===== src/port_pin_state_defs.vh =====
`ifndef PORT_PIN_STATE_DEFS_VH
`define PORT_PIN_STATE_DEFS_VH

// Port geometry
`define PORT_W             8
`define PORT_RESET         8'h00
`define AVS_ADDR_W         18
`define AVS_DATA_W         32
`define AVS_PAD            24'h000000
`define REG_IDX_W          16

// Register indices, byte address is four times the index
`define PORT_DIRECTION_IDX   16'hFEB1
`define PORT_PIN_STATE_IDX   16'hFF51
`define PORT_OUTPUT_DATA_IDX 16'hFF61
`define PIN_FUNCTION_IDX     16'hFF71

// Pin positions of the timer functions
`define BIT_T1_COMPARE     7
`define BIT_T0_COMPARE     6
`define BIT_T1_EXT_CLOCK   5
`define BIT_T1_CNT_RESET   4
`define BIT_T0_EXT_CLOCK   3
`define BIT_T0_CNT_RESET   2

// Timer control field widths and codes
`define OS_W               4
`define OS_ALL_ZERO        4'h0
`define CKS_W              3
`define CKS_EXT_FIRST      3'h5
`define CCLR_W             2
`define CCLR_EXT_RESET     2'h3

`endif


===== src/avalon_port_slave.v =====
`include "port_pin_state_defs.vh"

module avalon_port_slave (
	// Clock and reset
	input  wire                     i_ref_clk,
	input  wire                     i_sys_rst,
	// Avalon-MM slave
	input  wire [`AVS_ADDR_W-1:0]   i_avs_address,
	input  wire                     i_avs_read,
	input  wire                     i_avs_write,
	input  wire [`AVS_DATA_W-1:0]   i_avs_writedata,
	output wire                     o_avs_waitrequest,
	output wire [`AVS_DATA_W-1:0]   o_avs_readdata,
	// Register side
	input  wire [`PORT_W-1:0]       i_pin_state,
	input  wire [`PORT_W-1:0]       i_output_data,
	input  wire [`PORT_W-1:0]       i_pin_function,
	output wire                     o_dir_we,
	output wire                     o_data_we,
	output wire [`PORT_W-1:0]       o_wr_byte
);

	reg                     ack_reg;
	reg [`AVS_DATA_W-1:0]   readdata_reg;
	reg [`PORT_W-1:0]       rd_byte;
	wire                    req;

	function hit;
		input [`AVS_ADDR_W-1:0] addr;
		input [`REG_IDX_W-1:0]  idx;
		begin
			hit = (addr == {idx, 2'b00});
		end
	endfunction

	assign req               = i_avs_read | i_avs_write;
	assign o_avs_waitrequest = req & ~ack_reg;
	assign o_avs_readdata    = readdata_reg;
	assign o_wr_byte         = i_avs_writedata[`PORT_W-1:0];
	assign o_dir_we  = i_avs_write & ack_reg & hit(i_avs_address, `PORT_DIRECTION_IDX);
	assign o_data_we = i_avs_write & ack_reg & hit(i_avs_address, `PORT_OUTPUT_DATA_IDX);

	// Read mux, direction reads as zero, writes to pin state dropped
	always @* begin
		rd_byte = `PORT_RESET;
		if (hit(i_avs_address, `PORT_PIN_STATE_IDX)) begin
			rd_byte = i_pin_state;
		end else if (hit(i_avs_address, `PORT_OUTPUT_DATA_IDX)) begin
			rd_byte = i_output_data;
		end else if (hit(i_avs_address, `PIN_FUNCTION_IDX)) begin
			rd_byte = i_pin_function;
		end else if (hit(i_avs_address, `PORT_DIRECTION_IDX)) begin
			rd_byte = `PORT_RESET;
		end
	end

	// One wait state per access
	always @(posedge i_ref_clk) begin
		if (i_sys_rst) begin
			ack_reg      <= 1'b0;
			readdata_reg <= {`AVS_PAD, `PORT_RESET};
		end else begin
			ack_reg <= req & ~ack_reg;
			if (i_avs_read & ~ack_reg) begin
				readdata_reg <= {`AVS_PAD, rd_byte};
			end
		end
	end

endmodule // avalon_port_slave


===== src/timer_pin_mux.v =====
`include "port_pin_state_defs.vh"

module timer_pin_mux (
	// Port registers and pins
	input  wire [`PORT_W-1:0]  i_dir,
	input  wire [`PORT_W-1:0]  i_data,
	input  wire [`PORT_W-1:0]  i_pin_in,
	// Timer settings
	input  wire                i_timers_live,
	input  wire [`OS_W-1:0]    i_t0_output_select,
	input  wire [`OS_W-1:0]    i_t1_output_select,
	input  wire [`CKS_W-1:0]   i_t0_clock_select,
	input  wire [`CKS_W-1:0]   i_t1_clock_select,
	input  wire [`CCLR_W-1:0]  i_t0_counter_clear,
	input  wire [`CCLR_W-1:0]  i_t1_counter_clear,
	input  wire                i_t0_compare_out,
	input  wire                i_t1_compare_out,
	// Resolved pin function
	output reg  [`PORT_W-1:0]  o_pin_out,
	output reg  [`PORT_W-1:0]  o_pin_oe,
	output reg  [`PORT_W-1:0]  o_function,
	output wire                o_t0_ext_clock,
	output wire                o_t1_ext_clock,
	output wire                o_t0_cnt_reset,
	output wire                o_t1_cnt_reset
);

	wire t0_cmp_on;
	wire t1_cmp_on;
	wire t0_clk_on;
	wire t1_clk_on;
	wire t0_rst_on;
	wire t1_rst_on;

	function ext_clock;
		input [`CKS_W-1:0] cks;
		begin
			ext_clock = (cks >= `CKS_EXT_FIRST);
		end
	endfunction

	function ext_reset;
		input [`CCLR_W-1:0] cclr;
		begin
			ext_reset = (cclr == `CCLR_EXT_RESET);
		end
	endfunction

	assign t1_cmp_on = i_timers_live & (i_t1_output_select != `OS_ALL_ZERO);
	assign t0_cmp_on = i_timers_live & (i_t0_output_select != `OS_ALL_ZERO);
	assign t1_clk_on = i_timers_live & ext_clock(i_t1_clock_select);
	assign t0_clk_on = i_timers_live & ext_clock(i_t0_clock_select);
	assign t1_rst_on = i_timers_live & ext_reset(i_t1_counter_clear);
	assign t0_rst_on = i_timers_live & ext_reset(i_t0_counter_clear);

	assign o_t1_ext_clock = t1_clk_on & i_pin_in[`BIT_T1_EXT_CLOCK];
	assign o_t0_ext_clock = t0_clk_on & i_pin_in[`BIT_T0_EXT_CLOCK];
	assign o_t1_cnt_reset = t1_rst_on & i_pin_in[`BIT_T1_CNT_RESET];
	assign o_t0_cnt_reset = t0_rst_on & i_pin_in[`BIT_T0_CNT_RESET];

	// Plain I/O by direction, compare outputs override bits 7 and 6
	always @* begin
		o_pin_out = i_data;
		o_pin_oe  = i_dir;
		if (t1_cmp_on) begin
			o_pin_out[`BIT_T1_COMPARE] = i_t1_compare_out;
			o_pin_oe[`BIT_T1_COMPARE]  = 1'b1;
		end
		if (t0_cmp_on) begin
			o_pin_out[`BIT_T0_COMPARE] = i_t0_compare_out;
			o_pin_oe[`BIT_T0_COMPARE]  = 1'b1;
		end
		o_function = `PORT_RESET;
		o_function[`BIT_T1_COMPARE]   = t1_cmp_on;
		o_function[`BIT_T0_COMPARE]   = t0_cmp_on;
		o_function[`BIT_T1_EXT_CLOCK] = t1_clk_on;
		o_function[`BIT_T1_CNT_RESET] = t1_rst_on;
		o_function[`BIT_T0_EXT_CLOCK] = t0_clk_on;
		o_function[`BIT_T0_CNT_RESET] = t0_rst_on;
	end

endmodule // timer_pin_mux


===== src/port_pin_state_io_timer_pins.v =====
// Behaviour
// Direction bit 1 drives the pin, 0 makes it an input.
// Direction register is write-only; reads return no stored bits.
// Software writes the whole direction byte, never bit read-modify-write.
// Direction clears on power-on reset and hardware standby, kept otherwise.
// Output data register is read/write and drives the output pins.
// Output data clears on power-on reset and hardware standby, kept otherwise.
// Pin-state read gives output data where output, pin level where input.
// Pin-state register is read-only; writes are ignored.
// Pin state follows pins after power-on; frozen in manual reset, software standby.
// Manual reset drops timer functions; pins follow direction and data only.
// Bits 7 and 6 drive timer compare outputs when output-select nonzero.
// Bits 5 and 3 feed timer clocks when external clock selected.
// Bits 4 and 2 feed counter resets when both clear bits set.
// Bits 1 and 0 are plain I/O only.
`include "port_pin_state_defs.vh"

module port_pin_state_io_timer_pins (
	// Clock and reset
	input  wire                     i_ref_clk,
	input  wire                     i_sys_rst,
	// Operating states
	input  wire                     i_manual_rst,
	input  wire                     i_hw_standby,
	input  wire                     i_sw_standby,
	// Avalon-MM slave
	input  wire [`AVS_ADDR_W-1:0]   i_avs_address,
	input  wire                     i_avs_read,
	input  wire                     i_avs_write,
	input  wire [`AVS_DATA_W-1:0]   i_avs_writedata,
	output wire                     o_avs_waitrequest,
	output wire [`AVS_DATA_W-1:0]   o_avs_readdata,
	// Port pins
	input  wire [`PORT_W-1:0]       i_port_pin_in,
	output wire [`PORT_W-1:0]       o_port_pin_out,
	output wire [`PORT_W-1:0]       o_port_pin_oe,
	// Timer settings
	input  wire [`OS_W-1:0]         i_timer0_output_select_field,
	input  wire [`OS_W-1:0]         i_timer1_output_select_field,
	input  wire [`CKS_W-1:0]        i_timer0_clock_select_field,
	input  wire [`CKS_W-1:0]        i_timer1_clock_select_field,
	input  wire [`CCLR_W-1:0]       i_timer0_counter_clear,
	input  wire [`CCLR_W-1:0]       i_timer1_counter_clear,
	input  wire                     i_timer0_compare_out,
	input  wire                     i_timer1_compare_out,
	// Timer inputs from pins
	output wire                     o_timer0_ext_clock_in,
	output wire                     o_timer1_ext_clock_in,
	output wire                     o_timer0_counter_reset_in,
	output wire                     o_timer1_counter_reset_in
);

	reg  [`PORT_W-1:0] port_direction_reg;
	reg  [`PORT_W-1:0] port_output_data_reg;
	reg  [`PORT_W-1:0] pin_sample_reg;
	reg  [`PORT_W-1:0] pin_out_reg;
	reg  [`PORT_W-1:0] pin_oe_reg;
	reg  [`PORT_W-1:0] function_reg;
	reg                t0_clk_reg;
	reg                t1_clk_reg;
	reg                t0_rst_reg;
	reg                t1_rst_reg;
	wire [`PORT_W-1:0] port_pin_state;
	wire [`PORT_W-1:0] mux_out;
	wire [`PORT_W-1:0] mux_oe;
	wire [`PORT_W-1:0] mux_function;
	wire               mux_t0_clk;
	wire               mux_t1_clk;
	wire               mux_t0_rst;
	wire               mux_t1_rst;
	wire               dir_we;
	wire               data_we;
	wire [`PORT_W-1:0] wr_byte;
	wire               timers_live;
	wire               clear_regs;

	assign clear_regs  = i_sys_rst | i_hw_standby;
	assign timers_live = ~i_manual_rst & ~i_hw_standby;

	// Per bit: data where output, sampled pin where input
	assign port_pin_state = (port_direction_reg & port_output_data_reg)
		| (~port_direction_reg & pin_sample_reg);

	avalon_port_slave u_slave (
		.i_ref_clk         (i_ref_clk),
		.i_sys_rst         (i_sys_rst),
		.i_avs_address     (i_avs_address),
		.i_avs_read        (i_avs_read),
		.i_avs_write       (i_avs_write),
		.i_avs_writedata   (i_avs_writedata),
		.o_avs_waitrequest (o_avs_waitrequest),
		.o_avs_readdata    (o_avs_readdata),
		.i_pin_state       (port_pin_state),
		.i_output_data     (port_output_data_reg),
		.i_pin_function    (function_reg),
		.o_dir_we          (dir_we),
		.o_data_we         (data_we),
		.o_wr_byte         (wr_byte)
	);

	timer_pin_mux u_mux (
		.i_dir              (port_direction_reg),
		.i_data             (port_output_data_reg),
		.i_pin_in           (i_port_pin_in),
		.i_timers_live      (timers_live),
		.i_t0_output_select (i_timer0_output_select_field),
		.i_t1_output_select (i_timer1_output_select_field),
		.i_t0_clock_select  (i_timer0_clock_select_field),
		.i_t1_clock_select  (i_timer1_clock_select_field),
		.i_t0_counter_clear (i_timer0_counter_clear),
		.i_t1_counter_clear (i_timer1_counter_clear),
		.i_t0_compare_out   (i_timer0_compare_out),
		.i_t1_compare_out   (i_timer1_compare_out),
		.o_pin_out          (mux_out),
		.o_pin_oe           (mux_oe),
		.o_function         (mux_function),
		.o_t0_ext_clock     (mux_t0_clk),
		.o_t1_ext_clock     (mux_t1_clk),
		.o_t0_cnt_reset     (mux_t0_rst),
		.o_t1_cnt_reset     (mux_t1_rst)
	);

	// Direction and output data, kept through manual reset and sw standby
	always @(posedge i_ref_clk) begin
		if (clear_regs) begin
			port_direction_reg   <= `PORT_RESET;
			port_output_data_reg <= `PORT_RESET;
		end else begin
			if (dir_we) begin
				port_direction_reg <= wr_byte;
			end
			if (data_we) begin
				port_output_data_reg <= wr_byte;
			end
		end
	end

	// Pin sampling, frozen in manual reset and software standby
	always @(posedge i_ref_clk) begin
		if (clear_regs) begin
			pin_sample_reg <= i_port_pin_in;
		end else if (!i_manual_rst && !i_sw_standby) begin
			pin_sample_reg <= i_port_pin_in;
		end
	end

	// Registered pin drive and timer inputs
	always @(posedge i_ref_clk) begin
		if (clear_regs) begin
			pin_out_reg  <= `PORT_RESET;
			pin_oe_reg   <= `PORT_RESET;
			function_reg <= `PORT_RESET;
			t0_clk_reg   <= 1'b0;
			t1_clk_reg   <= 1'b0;
			t0_rst_reg   <= 1'b0;
			t1_rst_reg   <= 1'b0;
		end else begin
			pin_out_reg  <= mux_out;
			pin_oe_reg   <= mux_oe;
			function_reg <= mux_function;
			t0_clk_reg   <= mux_t0_clk;
			t1_clk_reg   <= mux_t1_clk;
			t0_rst_reg   <= mux_t0_rst;
			t1_rst_reg   <= mux_t1_rst;
		end
	end

	assign o_port_pin_out            = pin_out_reg;
	assign o_port_pin_oe             = pin_oe_reg;
	assign o_timer0_ext_clock_in     = t0_clk_reg;
	assign o_timer1_ext_clock_in     = t1_clk_reg;
	assign o_timer0_counter_reset_in = t0_rst_reg;
	assign o_timer1_counter_reset_in = t1_rst_reg;

endmodule // port_pin_state_io_timer_pins


===== config.mk =====
export PLATFORM = sky130hd
export DESIGN_NAME = port_pin_state_io_timer_pins
export DESIGN_NICKNAME = d
export VERILOG_FILES = /design/src/avalon_port_slave.v /design/src/timer_pin_mux.v /design/src/port_pin_state_io_timer_pins.v
export VERILOG_INCLUDE_DIRS = /design/src
export SDC_FILE = /design/constraint.sdc
export NUM_CORES = 1
export LEC_CHECK = 0
export CORE_AREA = 2 2 86 64
export CTS_CLUSTER_SIZE = 30
export DETAILED_ROUTE_END_ITERATION = 6
export DIE_AREA = 0 0 88 66
export DONT_BUFFER_PORTS = 1
export PLACE_DENSITY_LB_ADDON = 0.12
export SYNTH_ARGS = -nofsm -noshare
export SYNTH_HDL_FRONTEND = slang
export SYNTH_HIERARCHICAL = 1
export SYNTH_SLANG_ARGS = --single-unit

===== constraint.sdc =====
create_clock -name i_ref_clk -period 5.2 [get_ports i_ref_clk]
set_clock_uncertainty 0.05 [all_clocks]
set_input_delay 1.04 -clock i_ref_clk [delete_from_list [all_inputs] [get_ports i_ref_clk]]
set_output_delay 1.04 -clock i_ref_clk [all_outputs]
set_load 0.005 [all_outputs]

======== Word level (Yosys, flattened, before mapping) ========
Index checks and enable logic that the tools add are counted.
storage, ports and cells
  register bits ........................... 61
  bits in latches ......................... 0
  bits in writable memories ............... 0
  ROM bits ................................ 0
  logic and storage cells ................. 61
  memories ................................ 0
operators by class
  add/subtract/negate cells ............... 0
  multipliers ............................. 0
  divide/modulo/power cells ............... 0
  order comparisons ....................... 2
  equal/unequal tests ..................... 6
  shift operators ......................... 0
  muxes and demuxes ....................... 9
  bitwise operators ....................... 25
  reduce and logical (&&, ||, !) cells .... 6
operators with widths
  cell                  count
  $eq 18x18->1 const B  4
  $mux 8                5
  $and 1x1->1           16
  $and 8x8->8           2
  $not 8->8             1
  $or 8x8->8            1
  $reduce_bool 4->1     2
  $ge 3x3->1 const B    2
  $eq 2x2->1 const B    2
  $mux 1                4
  $not 1->1             3
  $logic_not 1->1       2
  $or 1x1->1            2
  $reduce_bool 2->1     1
  $logic_and 1x1->1     1

======== Logic depth before layout (Yosys ltp) ========
Gate-level depths: netlist of run 1.
  word-level depth ........................ 4
  mapped depth ............................ 7

======== Modules after synthesis ========
Netlist of run 1, hierarchy kept.
modules (own cells, without submodules)
  module                        instances  cells each  area an instance (µm²)  seq. area each (µm²)
  port_pin_state_io_timer_pins  1          131         1671.6                  1121.1
  avalon_port_slave             1          97          879.6                   180.2
  timer_pin_mux                 1          37          289.0                   0.0

======== Worst setup path after synthesis of run 1 ========
No wires, ideal clock.
  path type ............................... input port to flip-flop
  from .................................... input i_avs_address[1]
  to ...................................... register port_output_data_reg[0]
  library setup time ...................... 114 ps
  data arrival time ....................... 2888 ps
  data required time ...................... 5036 ps
  path slack .............................. 2148 ps
  stages on the path ...................... 7
  path buffers ............................ 2
  cell sequence ........................... or4b_1 -> or4_1 -> buf_6 -> nor4_2 -> buf_2 -> mux2i_1 -> nor2_1
on the way
  word-level cells in the longest chain between the ends .. 2
RTL lines
  what                  RTL line                            RTL
  from (decl)           port_pin_state_io_timer_pins.v:27   input wire [`AVS_ADDR_W-1:0] i_avs_address,
  $eq 18x18->1          avalon_port_slave.v:32              hit = (addr == {idx, 2'b00});
  $and 1x1->1           avalon_port_slave.v:41              assign o_data_we = i_avs_write & ack_reg & hit(i_avs_address, `PORT_OUTPUT_DATA_IDX);
  net data_we           port_pin_state_io_timer_pins.v:72   wire data_we;
  to (signal assigned)  port_pin_state_io_timer_pins.v:127  port_output_data_reg <= `PORT_RESET;
  to (signal assigned)  port_pin_state_io_timer_pins.v:133  port_output_data_reg <= wr_byte;
  to (decl)             port_pin_state_io_timer_pins.v:54   reg [`PORT_W-1:0] port_output_data_reg;
The timed path passes the listed nets, and every way through them passes these cells.
A chain may end at the register's enable or synchronous reset.

======== Worst setup path after layout of run 1 ========
  from .................................... input i_avs_address[1]
  to ...................................... register port_direction_reg[0]
on the way
  word-level cells in the longest chain between the ends .. 2
RTL lines
  what                  RTL line                            RTL
  $eq 18x18->1          avalon_port_slave.v:32
  $and 1x1->1           avalon_port_slave.v:40              assign o_dir_we = i_avs_write & ack_reg & hit(i_avs_address, `PORT_DIRECTION_IDX);
  net dir_we            port_pin_state_io_timer_pins.v:71   wire dir_we;
  to (signal assigned)  port_pin_state_io_timer_pins.v:126  port_direction_reg <= `PORT_RESET;
  to (signal assigned)  port_pin_state_io_timer_pins.v:130  port_direction_reg <= wr_byte;
  to (decl)             port_pin_state_io_timer_pins.v:53   reg [`PORT_W-1:0] port_direction_reg;
The timed path passes the listed nets, and every way through them passes these cells.

==> results.md, run 1 <==
| Item | This run |
|---|---|
| Worst setup EP type | flip-flop |
| Maximum fanout along the worst path | 10 |
| Endpoints failing hold | 0 |
| Clock latency on the worst-skew pair | 0.33 ns |
| Initial Utilization | 57.0% |
| Maximum buffer depth of the clock tree | 2 |
| Fraction of layout instances using a drive strength above 1 | 18.1% |
| Final setup fails | 0 |
| Total standard cell area after synthesis | 2840 um2 |
| Setup repair bufs after CTS | 0 |
| Die Ht | 66 um |
| RSZ-0062 raised after global routing | false |
| Yosys warnings | 6 |
| Clock share of power | 42.2% |
| Req. time, crit path | 5.34 ns |
| Largest net degree at the start of global routing | 30 |
| Startpoint type of the worst setup path | input port |
| Status | complete, no violations |
| Count leader, synth | dfxtp_1 |
| Post-synthesis sequential element count | 61 |
| Number of vias per cell | 4.88 |
| Max-slew violation count | 0 |
| Gate power share | 4.3% |
| Ys async rst share | 0% |
| Number of synthesized flops with an enable pin | 8 |
| Number of detailed-route iterations in the first pass | 4 |
| Final sum of negative setup slack | 0 ns |
| Final GP Congestion | 0.716 |
| Vias in the first global route | 1432 |
| Cell taking the most area after synthesis | dfxtp_1 |
| Power density of the placed cells | 330 nW/um2 |
| Prevailing post-synth register cell | dfxtp_1 |
| Slew of the pin with the lowest slew margin | 0.996 ns |
| Arrival time reported for the critical path endpoint | 3.55 ns |
| Number of hold buffers added after CTS | 0 |
| DRC violations left | 0 |
| Post-synthesis cell count | 265 |
| Routed via count | 1537 |
| Antenna cell count | 0 |
| Overall Power | 914 uW |
| Switching power total | 199 uW |
| Hold_ws | 0.420 ns |
| Die area | 5810 um2 |
| Final min period | 3.41 ns |
| Setup slack of the worst register-to-register path | 3.38 ns |
| Top-Level Pins | 138 |
| Overflow left after global routing | 0 |
| Antenna violations before repair | 0 |
| Top post-synthesis cells by area | dfxtp_1 (37%), buf_4 (14%), edfxtp_1 (8.5%) |
| Total number of placement rows | 22 |
| Final WL | 4.82 mm |
| Core ar. | 4980 um2 |
| I/O Buffers | 0 |
| Layout Area Growth over Synthesis | -2.56% |
| Switching portion of total power | 21.8% |
| CTS clk-pin slew, worst paths | 0.06 ns |
| Sequential cell area in the final layout | 1300 um2 |
| Final worst-path cycle share | 65.6% |
| MaxCap Viol Count | 0 |
| Path class of the lowest-slack min-delay path | flip-flop to flip-flop |
| Area share of the largest cell type after synthesis | 37.4% |
| Slew margin rel. | 33.2% |
| Detailed placement HPWL | 3.42 mm |
| TritonCTS clock tree | done |
| Leakage dissipation | 1.05 nW |
| Wire length of the first global-routing pass | 7.25 mm |
| Sequential-to-total area share from yosys stat | 45.8% |
| Final-layout fill cell count | 443 |
| Routed len/inst | 15.3 um |
| Tot GR Track Use | 17.4% |
| Area used by multi-input combinational logic | 1130 um2 |
| Worst vdd rail ir drop | 0.145 mV |
| F_max | 293 MHz |
| Worst setup path class | input port to flip-flop |
| Clock sinks | 61 |
| 1st-iter DRT viols | 40 |
| Number of levels the H-tree was split into | 3 |
| Synth top cells by count | dfxtp_1 (53), buf_4 (52), and2_1 (32), nor2_1 (20), mux2i_1 (16) |
| Number of distinct standard cells referenced by the synthesized netlist | 36 |
| Cts repair resizes | 0 |
| CTS root buffer | clkbuf_8 |
| Internal portion of total power | 715 uW |
| # nets final | 323 |
| Die width | 88 um |
| Part of the power in registers | 53.5% |
| Post-route antenna net violation count | 0 |
| Average footprint of a synthesized cell | 10.7 um2 |
| Number of buffers added by the clock tree synthesis step | 9 |
[critical path, stage by stage]
cell,delay [ns]
or4b_1,0.49
or4_1,0.77
nor3_2,0.92
mux2i_1,0.26
nor2_1,0.06
[path summary, 6_finish.rpt]
| kind | start | cells after the start | to |
|---|---|---|---|
| max | i_avs_address[1] | 5 | port_direction_reg[0]$_SDFFE_PP0P_ |
| min | u_slave/ack_reg$_SDFF_PP0_ | 1 | u_slave/ack_reg$_SDFF_PP0_ |
| max reg2reg | u_slave/ack_reg$_SDFF_PP0_ | 4 | port_direction_reg[0]$_SDFFE_PP0P_ |
| min reg2reg | u_slave/ack_reg$_SDFF_PP0_ | 1 | u_slave/ack_reg$_SDFF_PP0_ |
[power by group through the flow]
stage / clock network (mW) / logic [mW] / registers (mW)
floorplan: 0 / 0.0575 / 0.499
global placement: 0 / 0.0388 / 0.499
detailed placement: 0 / 0.0392 / 0.500
CTS: 0.399 / 0.0393 / 0.489
global route: 0.423 / 0.0432 / 0.489
finish: 0.386 / 0.0392 / 0.489
[cell type report]
cell class | count | area share (%)
Sequential cell | 61 | 47.0
Timing Repair Buffer | 3 | 0.814
Clock buffer | 13 | 6.10
Clock inverter | 3 | 0.633
Multi-Input combinational cell | 153 | 40.8
Tap cell | 72 | 3.25
Inverter | 10 | 1.36
[routing by layer]
| layer | share of wire (%) | GRT usage [%] | vias to the layer above | routed length (um) |
|---|---|---|---|---|
| li1 | - | - | 759 | - |
| met1 | 45 | 22.0 | 699 | 2190 |
| met2 | 44 | 24.7 | 74 | 2110 |
| met3 | 9.8 | 9.11 | 5 | 472 |
| met4 | 0.83 | 7.50 | 0 | 40 |
| met5 | 0 | 0 | - | 0 |
[per-stage QoR]
stage               utilization (%)  area, um2  std cells  worst slack (ns)
floorplan                         -       2930        289              2.15
global placement               51.8       2580        299              1.47
detailed placement             51.8       2580        299              1.43
global route                   55.6       2770        315              1.72
finish                         55.6       2770        315              1.79
CTS                            55.6       2770        315              1.79
[kinds of logic after synthesis]
group                  after synthesis  synth area share [%]
buffers and inverters               75                  17.8
and+or+nand+nor                     72                  14.7
muxes                               34                  12.8
other                                2                 0.264
DFF                                 61                  45.8
AOI/OAI and AO/OA                   21                  8.72
[cell usage in the layout (no fill, tap or decap), drive strengths merged]
cell type  count
a22oi          8
and2          32
and3           2
buf            3
clkbuf        13
clkinv         1
conb          26
dfxtp         53
edfxtp         8
inv           12
mux2          18
mux2i         16
nand2          1
nand2b         2
nand3          1
nand3b         1
nand4          1
nor2          20
nor2b          1
nor3           2
nor4           1
o211a          2
o21ai          1
o32ai          8
o41ai          2
or2            1
or2b           2
or3            1
or3b           1
or4            1
or4b           1
or4bb          1
Note: power is estimated with default switching activity, not from simulation.
==> run 2, diff against run 1 <==
==> constraint.sdc (replaced) <==
create_clock -name i_ref_clk -period 3.4 [get_ports i_ref_clk]
set_clock_uncertainty 0.05 [all_clocks]
set_input_delay 0.68 -clock i_ref_clk [delete_from_list [all_inputs] [get_ports i_ref_clk]]
set_output_delay 0.68 -clock i_ref_clk [all_outputs]
set_load 0.005 [all_outputs]
==> run 2 against run 1 <==
  * Worst setup slack got worse by 0.74 ns
  * Sequential power rose by 53%
  * Clock power up 66%
  * First-iteration DRC count rose by 48%
  * Total power increased by 58%
  * Count of clock-buffer cells in the layout up 1
==> results.md, run 2 (synthesis results as in run 1) <==
| Item | This run | vs previous |
|---|---|---|
| Worst vdd rail ir drop | 0.356 mV | was 0.145 mV |
| Utilization of the core after routing | 56.2% | was 55.6% |
| Die area | 5810 um2 | unchanged |
| Endpoints failing hold | 0 | unchanged |
| Worst setup path class | input port to flip-flop | unchanged |
| Final worst-path cycle share | 69.2% |  |
| Cell count of the worst reg-to-reg path | 3 | was 4 |
| Commonest non-fill, non-tap cell in the layout | dfxtp_1 | unchanged |
| Worst setup EP type | flip-flop | unchanged |
| Power density of the placed cells | 517 nW/um2 | was 330 nW/um2 |
| TritonCTS clock tree | done | unchanged |
| DRC violations left | 0 | unchanged |
| MaxCap Viol Count | 0 | unchanged |
| Startpoint type of the worst setup path | input port | unchanged |
| Final min period | 2.35 ns |  |
| Placed inst area | 2600 um2 | was 2580 um2 |
| Maximum buffer depth of the clock tree | 2 | unchanged |
| Status | complete, no violations | unchanged |
| Final WL | 4.93 mm | was 4.82 mm |
| Worst hold path startpoint | i_sys_rst | was u_slave/ack_reg$_SDFF_PP0_ |
| Most frequent cells in the layout | dfxtp_1 (53), and2_1 (32), conb_1 (26) | unchanged |
| Maximum fanout along the worst path | 8 | was 10 |
| Antenna violations before repair | 0 | unchanged |
| Leakage dissipation | 1.06 nW | was 1.05 nW |
| Cts repair resizes | 0 | unchanged |
| CP peak stage delay | 0.56 ns | was 0.92 ns |
| Layout Area Growth over Synthesis | -1.37% | was -2.56% |
| Req. time, crit path | 3.55 ns | was 5.34 ns |
| Number of buffers added by the clock tree synthesis step | 9 | unchanged |
| Worst hold endpoint | u_slave/ack_reg$_SDFF_PP0_ | unchanged |
| Overflow left after global routing | 0 | unchanged |
| Antenna cell count | 0 | unchanged |
| Setup repair bufs after CTS | 0 | unchanged |
| Total number of placement rows | 22 | unchanged |
| Clock sinks | 61 | unchanged |
| Slowest cell on the critical path | or4_1 | was nor3_2 |
| Startpoint of the worst register-to-register path | u_slave/ack_reg$_SDFF_PP0_ | unchanged |
| Die width | 88 um | unchanged |
| Number of hold buffers added after CTS | 0 | unchanged |
| Worst hold path stage count | 1 | unchanged |
| Die Ht | 66 um | unchanged |
| Routed len/inst | 15.5 um | was 15.3 um |
| Post-route setup slack | 1.05 ns | was 1.79 ns |
| Clock latency on the worst-skew pair | 0.33 ns | about the same |
| CTS root buffer | clkbuf_8 | unchanged |
| Largest net degree at the start of global routing | 30 | unchanged |
| Number of vias per cell | 4.94 | was 4.88 |
| Final sum of negative setup slack | 0 ns | unchanged |
| Number of levels the H-tree was split into | 3 | unchanged |
| Top-Level Pins | 138 | unchanged |
| Tot GR Track Use | 18.3% | was 17.4% |
| Slew margin rel. | 55.3% | was 33.2% |
| Final std cell area, no fill | 2800 um2 | was 2770 um2 |
| Max-slew violation count | 0 | unchanged |
| Pre-CTS worst setup slack | 0.694 ns | was 1.43 ns |
| Routed via count | 1567 | was 1537 |
| CTS clk-pin slew, worst paths | 0.07 ns | was 0.06 ns |
| Arrival time reported for the critical path endpoint | 2.50 ns | was 3.55 ns |
| Path class of the lowest-slack min-delay path | input port to flip-flop | was flip-flop to flip-flop |
| Post-route antenna net violation count | 0 | unchanged |
| Initial Utilization | 57.0% | unchanged |
| Setup slack of the worst register-to-register path | 1.96 ns | was 3.38 ns |
| Vias in the first global route | 1488 | was 1432 |
| F_max | 425 MHz |  |
| Hold_ws | 0.365 ns | was 0.420 ns |
| Fraction of layout instances using a drive strength above 1 | 18.8% | was 18.1% |
| Slew of the pin with the lowest slew margin | 0.669 ns | was 0.996 ns |
| Beginning of the critical path | i_avs_address[1] | unchanged |
| RSZ-0062 raised after global routing | false | unchanged |
| Wire length of the first global-routing pass | 7.47 mm | was 7.25 mm |
| Worst reg2reg path endpoint | u_slave/o_avs_readdata[7]$_SDFFE_PP0P_ | was port_direction_reg[0]$_SDFFE_PP0P_ |
| 1st-iter DRT viols | 59 | was 40 |
| CP cell instances | or4b_1, or4_1, nor4_2, buf_4, mux2i_1, nor2_1 | was or4b_1, or4_1, nor3_2, mux2i_1, nor2_1 |
| Final setup fails | 0 | unchanged |
| # nets final | 325 | was 323 |
| Core ar. | 4980 um2 | unchanged |
| Detailed placement HPWL | 3.50 mm | was 3.42 mm |
| Final GP Congestion | 0.706 | was 0.716 |
| Number of detailed-route iterations in the first pass | 4 | unchanged |
| I/O Buffers | 0 | unchanged |
==> run 2: changes by cell type in the layout (fill, tap and decap cells not counted) <==
cell and change:
clkbuf_16 +1, buf_4 +2, inv_4 -1
==> run 2: worst max path at each step <==
stage / endpoint / slack (ns) / cells past startpoint
after floorplan: port_output_data_reg[0]$_SDFFE_PP0P_ / 0.71 / 7
after global placement: port_output_data_reg[3]$_SDFFE_PP0P_ / 0.71 / 6
after detailed placement: port_output_data_reg[0]$_SDFFE_PP0P_ / 0.69 / 6
after CTS: port_output_data_reg[0]$_SDFFE_PP0P_ / 1.05 / 6
after global routing: port_output_data_reg[4]$_SDFFE_PP0P_ / 0.98 / 6
final: port_output_data_reg[0]$_SDFFE_PP0P_ / 1.05 / 6
==> run 2: metal layers <==
metal	part of all wire [%]	global-route usage (%)	vias to the layer above
met1	44	21.3	720
met4	1.6	6.73	0
met5	0	0	-
met2	45	26.5	78
li1	-	-	761
met3	9.9	12.6	8
==> run 2: area by class of cell <==
class | count | area, um2
fill | 450 | 2180
sequential | 61 | 1300
multi-input combinational | 153 | 1130
clock inverter | 2 | 11.3
tap | 72 | 90.1
timing repair buffer | 5 | 37.5
clock buffer | 14 | 194
inverter | 10 | 37.5
==> run 2: metrics by stage <==
| step | cells | power [mW] |
|---|---|---|
| floorplan | 289 | 0.851 |
| global placement | 301 | 0.823 |
| detailed placement | 301 | 0.825 |
| CTS | 317 | 1.47 |
| global route | 317 | 1.51 |
| finish | 317 | 1.45 |
==> run 2: power breakdown <==
| group | switching [mW] | leakage (nW) | total [mW] | internal, mW |
|---|---|---|---|---|
| logic | 0.0350 | 0.446 | 0.0601 | 0.0251 |
| registers | 0.00427 | 0.510 | 0.748 | 0.744 |
| clock network | 0.270 | 0.108 | 0.639 | 0.368 |
| total | 0.309 | 1.06 | 1.45 | 1.14 |
==> run 2: critical path: cells and delay by family <==
kind	cells	cell delay, ns
mux	1	0.20
buf+inv	1	0.25
simple gates	4	1.37
==> run 3, diff against run 2 <==
--- a/config.mk
+++ b/config.mk
@@ -6,10 +6,10 @@
 export SDC_FILE = /design/constraint.sdc
 export NUM_CORES = 1
 export LEC_CHECK = 0
-export CORE_AREA = 2 2 86 64
+export CORE_AREA = 2 2 89 65
 export CTS_CLUSTER_SIZE = 30
 export DETAILED_ROUTE_END_ITERATION = 6
-export DIE_AREA = 0 0 88 66
+export DIE_AREA = 0 0 91 67
 export DONT_BUFFER_PORTS = 1
 export PLACE_DENSITY_LB_ADDON = 0.12
 export SYNTH_ARGS = -nofsm -noshare
==> constraint.sdc (replaced) <==
create_clock -name i_ref_clk -period 2.1 [get_ports i_ref_clk]
set_clock_uncertainty 0.05 [all_clocks]
set_input_delay 0.42 -clock i_ref_clk [delete_from_list [all_inputs] [get_ports i_ref_clk]]
set_output_delay 0.42 -clock i_ref_clk [all_outputs]
set_load 0.005 [all_outputs]
==> run 3 against run 2 <==
  * Combinational power up 64%
  * Worst setup slack worse by 0.93 ns
  * Register-to-register slack lost 1.3 ns
  * Final cell count increased by 1.3%
  * Critical path type unchanged
  * Largest cell class unchanged
  * Largest power group unchanged
  * Highest routed layer unchanged
==> results.md, run 3 (synthesis results as in run 1) <==
| Item | This run | vs previous |
|---|---|---|
| 1st-iter DRT viols | 55 | was 59 |
| Cell count of the worst reg-to-reg path | 5 | was 3 |
| I/O Buffers | 0 | unchanged |
| Layout Area Growth over Synthesis | 0.485% | was -1.37% |
| Most frequent cells in the layout | dfxtp_1 (53), and2_1 (32), conb_1 (26) | unchanged |
| Antenna violations before repair | 0 | unchanged |
| Post-route setup slack | 0.116 ns | was 1.05 ns |
| Worst setup path class | input port to flip-flop | unchanged |
| Initial Utilization | 54.9% | was 57.0% |
| Max-slew violation count | 0 | unchanged |
| Number of levels the H-tree was split into | 3 | unchanged |
| Die Ht | 67 um | was 66 um |
| Detailed placement HPWL | 3.55 mm | was 3.50 mm |
| Status | complete, no violations | unchanged |
| Die area | 6100 um2 | was 5810 um2 |
| Pre-CTS worst setup slack | -0.238 ns | was 0.694 ns |
| Slew margin rel. | 60.7% | was 55.3% |
| Tot GR Track Use | 16.9% | was 18.3% |
| CTS root buffer | clkbuf_8 | unchanged |
| Setup repair bufs after CTS | 0 | unchanged |
| Hold_ws | 0.0987 ns | was 0.365 ns |
| Arrival time reported for the critical path endpoint | 2.14 ns | was 2.50 ns |
| Number of hold buffers added after CTS | 0 | unchanged |
| Startpoint type of the worst setup path | input port | unchanged |
| Final sum of negative setup slack | 0 ns | unchanged |
| Req. time, crit path | 2.25 ns | was 3.55 ns |
| Final worst-path cycle share | 94.5% |  |
| Antenna cell count | 0 | unchanged |
| Commonest non-fill, non-tap cell in the layout | dfxtp_1 | unchanged |
| Top-Level Pins | 138 | unchanged |
| Wire length of the first global-routing pass | 7.40 mm | was 7.47 mm |
| Vias in the first global route | 1427 | was 1488 |
| Endpoints failing hold | 0 | unchanged |
| Number of buffers added by the clock tree synthesis step | 9 | unchanged |
| Worst vdd rail ir drop | 0.459 mV | was 0.356 mV |
| Clock latency on the worst-skew pair | 0.34 ns | was 0.33 ns |
| Routed len/inst | 15.3 um | was 15.5 um |
| MaxCap Viol Count | 0 | unchanged |
| Maximum fanout along the worst path | 8 | unchanged |
| Leakage dissipation | 1.09 nW | was 1.06 nW |
| Final min period | 1.98 ns |  |
| Routed via count | 1536 | was 1567 |
| Slew of the pin with the lowest slew margin | 0.590 ns | was 0.669 ns |
| Clock sinks | 61 | unchanged |
| Final-layout fill cell count | 482 | was 450 |
| Path class of the lowest-slack min-delay path | input port to flip-flop | unchanged |
| Core ar. | 5170 um2 | was 4980 um2 |
| DRC violations left | 0 | unchanged |
| Post-route antenna net violation count | 0 | unchanged |
| Fraction of layout instances using a drive strength above 1 | 20.1% | was 18.8% |
| F_max | 504 MHz |  |
| Final WL | 4.91 mm | was 4.93 mm |
| CTS clk-pin slew, worst paths | 0.07 ns | about the same |
| Worst hold path stage count | 1 | unchanged |
| Number of detailed-route iterations in the first pass | 3 | was 4 |
| Cts repair resizes | 0 | unchanged |
| Maximum buffer depth of the clock tree | 2 | unchanged |
| Number of vias per cell | 4.79 | was 4.94 |
| Power density of the placed cells | 864 nW/um2 | was 517 nW/um2 |
| Final GP Congestion | 0.688 | was 0.706 |
| Total number of placement rows | 22 | unchanged |
| Final setup fails | 0 | unchanged |
| # nets final | 329 | was 325 |
| Worst setup EP type | flip-flop | unchanged |
| RSZ-0062 raised after global routing | false | unchanged |
| Largest net degree at the start of global routing | 29 | was 30 |
| Die width | 91 um | was 88 um |
| TritonCTS clock tree | done | unchanged |
| Overflow left after global routing | 0 | unchanged |
==> run 3: changes by cell type in the layout (fill, tap and decap cells not counted) <==
cell,change
buf_4,+4
clkbuf_8,-3
bufinv_16,+1
clkbuf_16,+1
clkinv_4,+1
==> run 3: final timing paths <==
check	start	to	slack (ns)
max	i_avs_address[1]	port_output_data_reg[6]$_SDFFE_PP0P_	0.12
min	i_sys_rst	u_slave/ack_reg$_SDFF_PP0_	0.1
max reg2reg	u_slave/ack_reg$_SDFF_PP0_	port_output_data_reg[6]$_SDFFE_PP0P_	0.63
min reg2reg	u_slave/ack_reg$_SDFF_PP0_	u_slave/ack_reg$_SDFF_PP0_	0.42
==> run 3: per-stage QoR <==
stage	instance area [um2]	instances	total power, mW	utilization [%]
2_1_floorplan	2940	289	1.38	-
3_3_place_gp	2630	305	1.34	50.7
3_5_place_dp	2630	305	1.34	50.7
4_1_cts	2850	321	2.50	55.1
5_1_grt	2850	321	2.56	55.1
6_report	2850	321	2.46	55.1
==> run 3: area by class of cell <==
class / count / area (um2) / share of cell area, %
multi-input cells: 153 / 1130 / 39.6
clock inverters: 4 / 50.0 / 1.75
flip-flops and latches: 61 / 1300 / 45.6
inverters: 10 / 37.5 / 1.32
repair buffers: 9 / 67.6 / 2.37
clock buffers: 12 / 178 / 6.23
well taps: 72 / 90.1 / 3.16
==> run 3: worst max-delay path, cell delays in order <==
cell	delay (ns)
or4b_1	0.49
or4_1	0.52
nor4_2	0.18
buf_4	0.25
mux2i_1	0.21
nor2_1	0.05
==> run 3: layer usage <==
metal | wire length [um] | GRT usage (%) | share of wire, %
met5 | 0 | 0 | 0
met4 | 54 | 7.39 | 1.1
met3 | 441 | 8.82 | 9.0
met2 | 2160 | 25.1 | 44
met1 | 2260 | 20.4 | 46
==> run 3: power breakdown <==
group | total (mW) | switching (mW) | internal [mW] | leakage (nW)
clock | 1.16 | 0.462 | 0.693 | 0.117
combinational | 0.0986 | 0.0555 | 0.0432 | 0.466
sequential | 1.21 | 0.00673 | 1.20 | 0.510
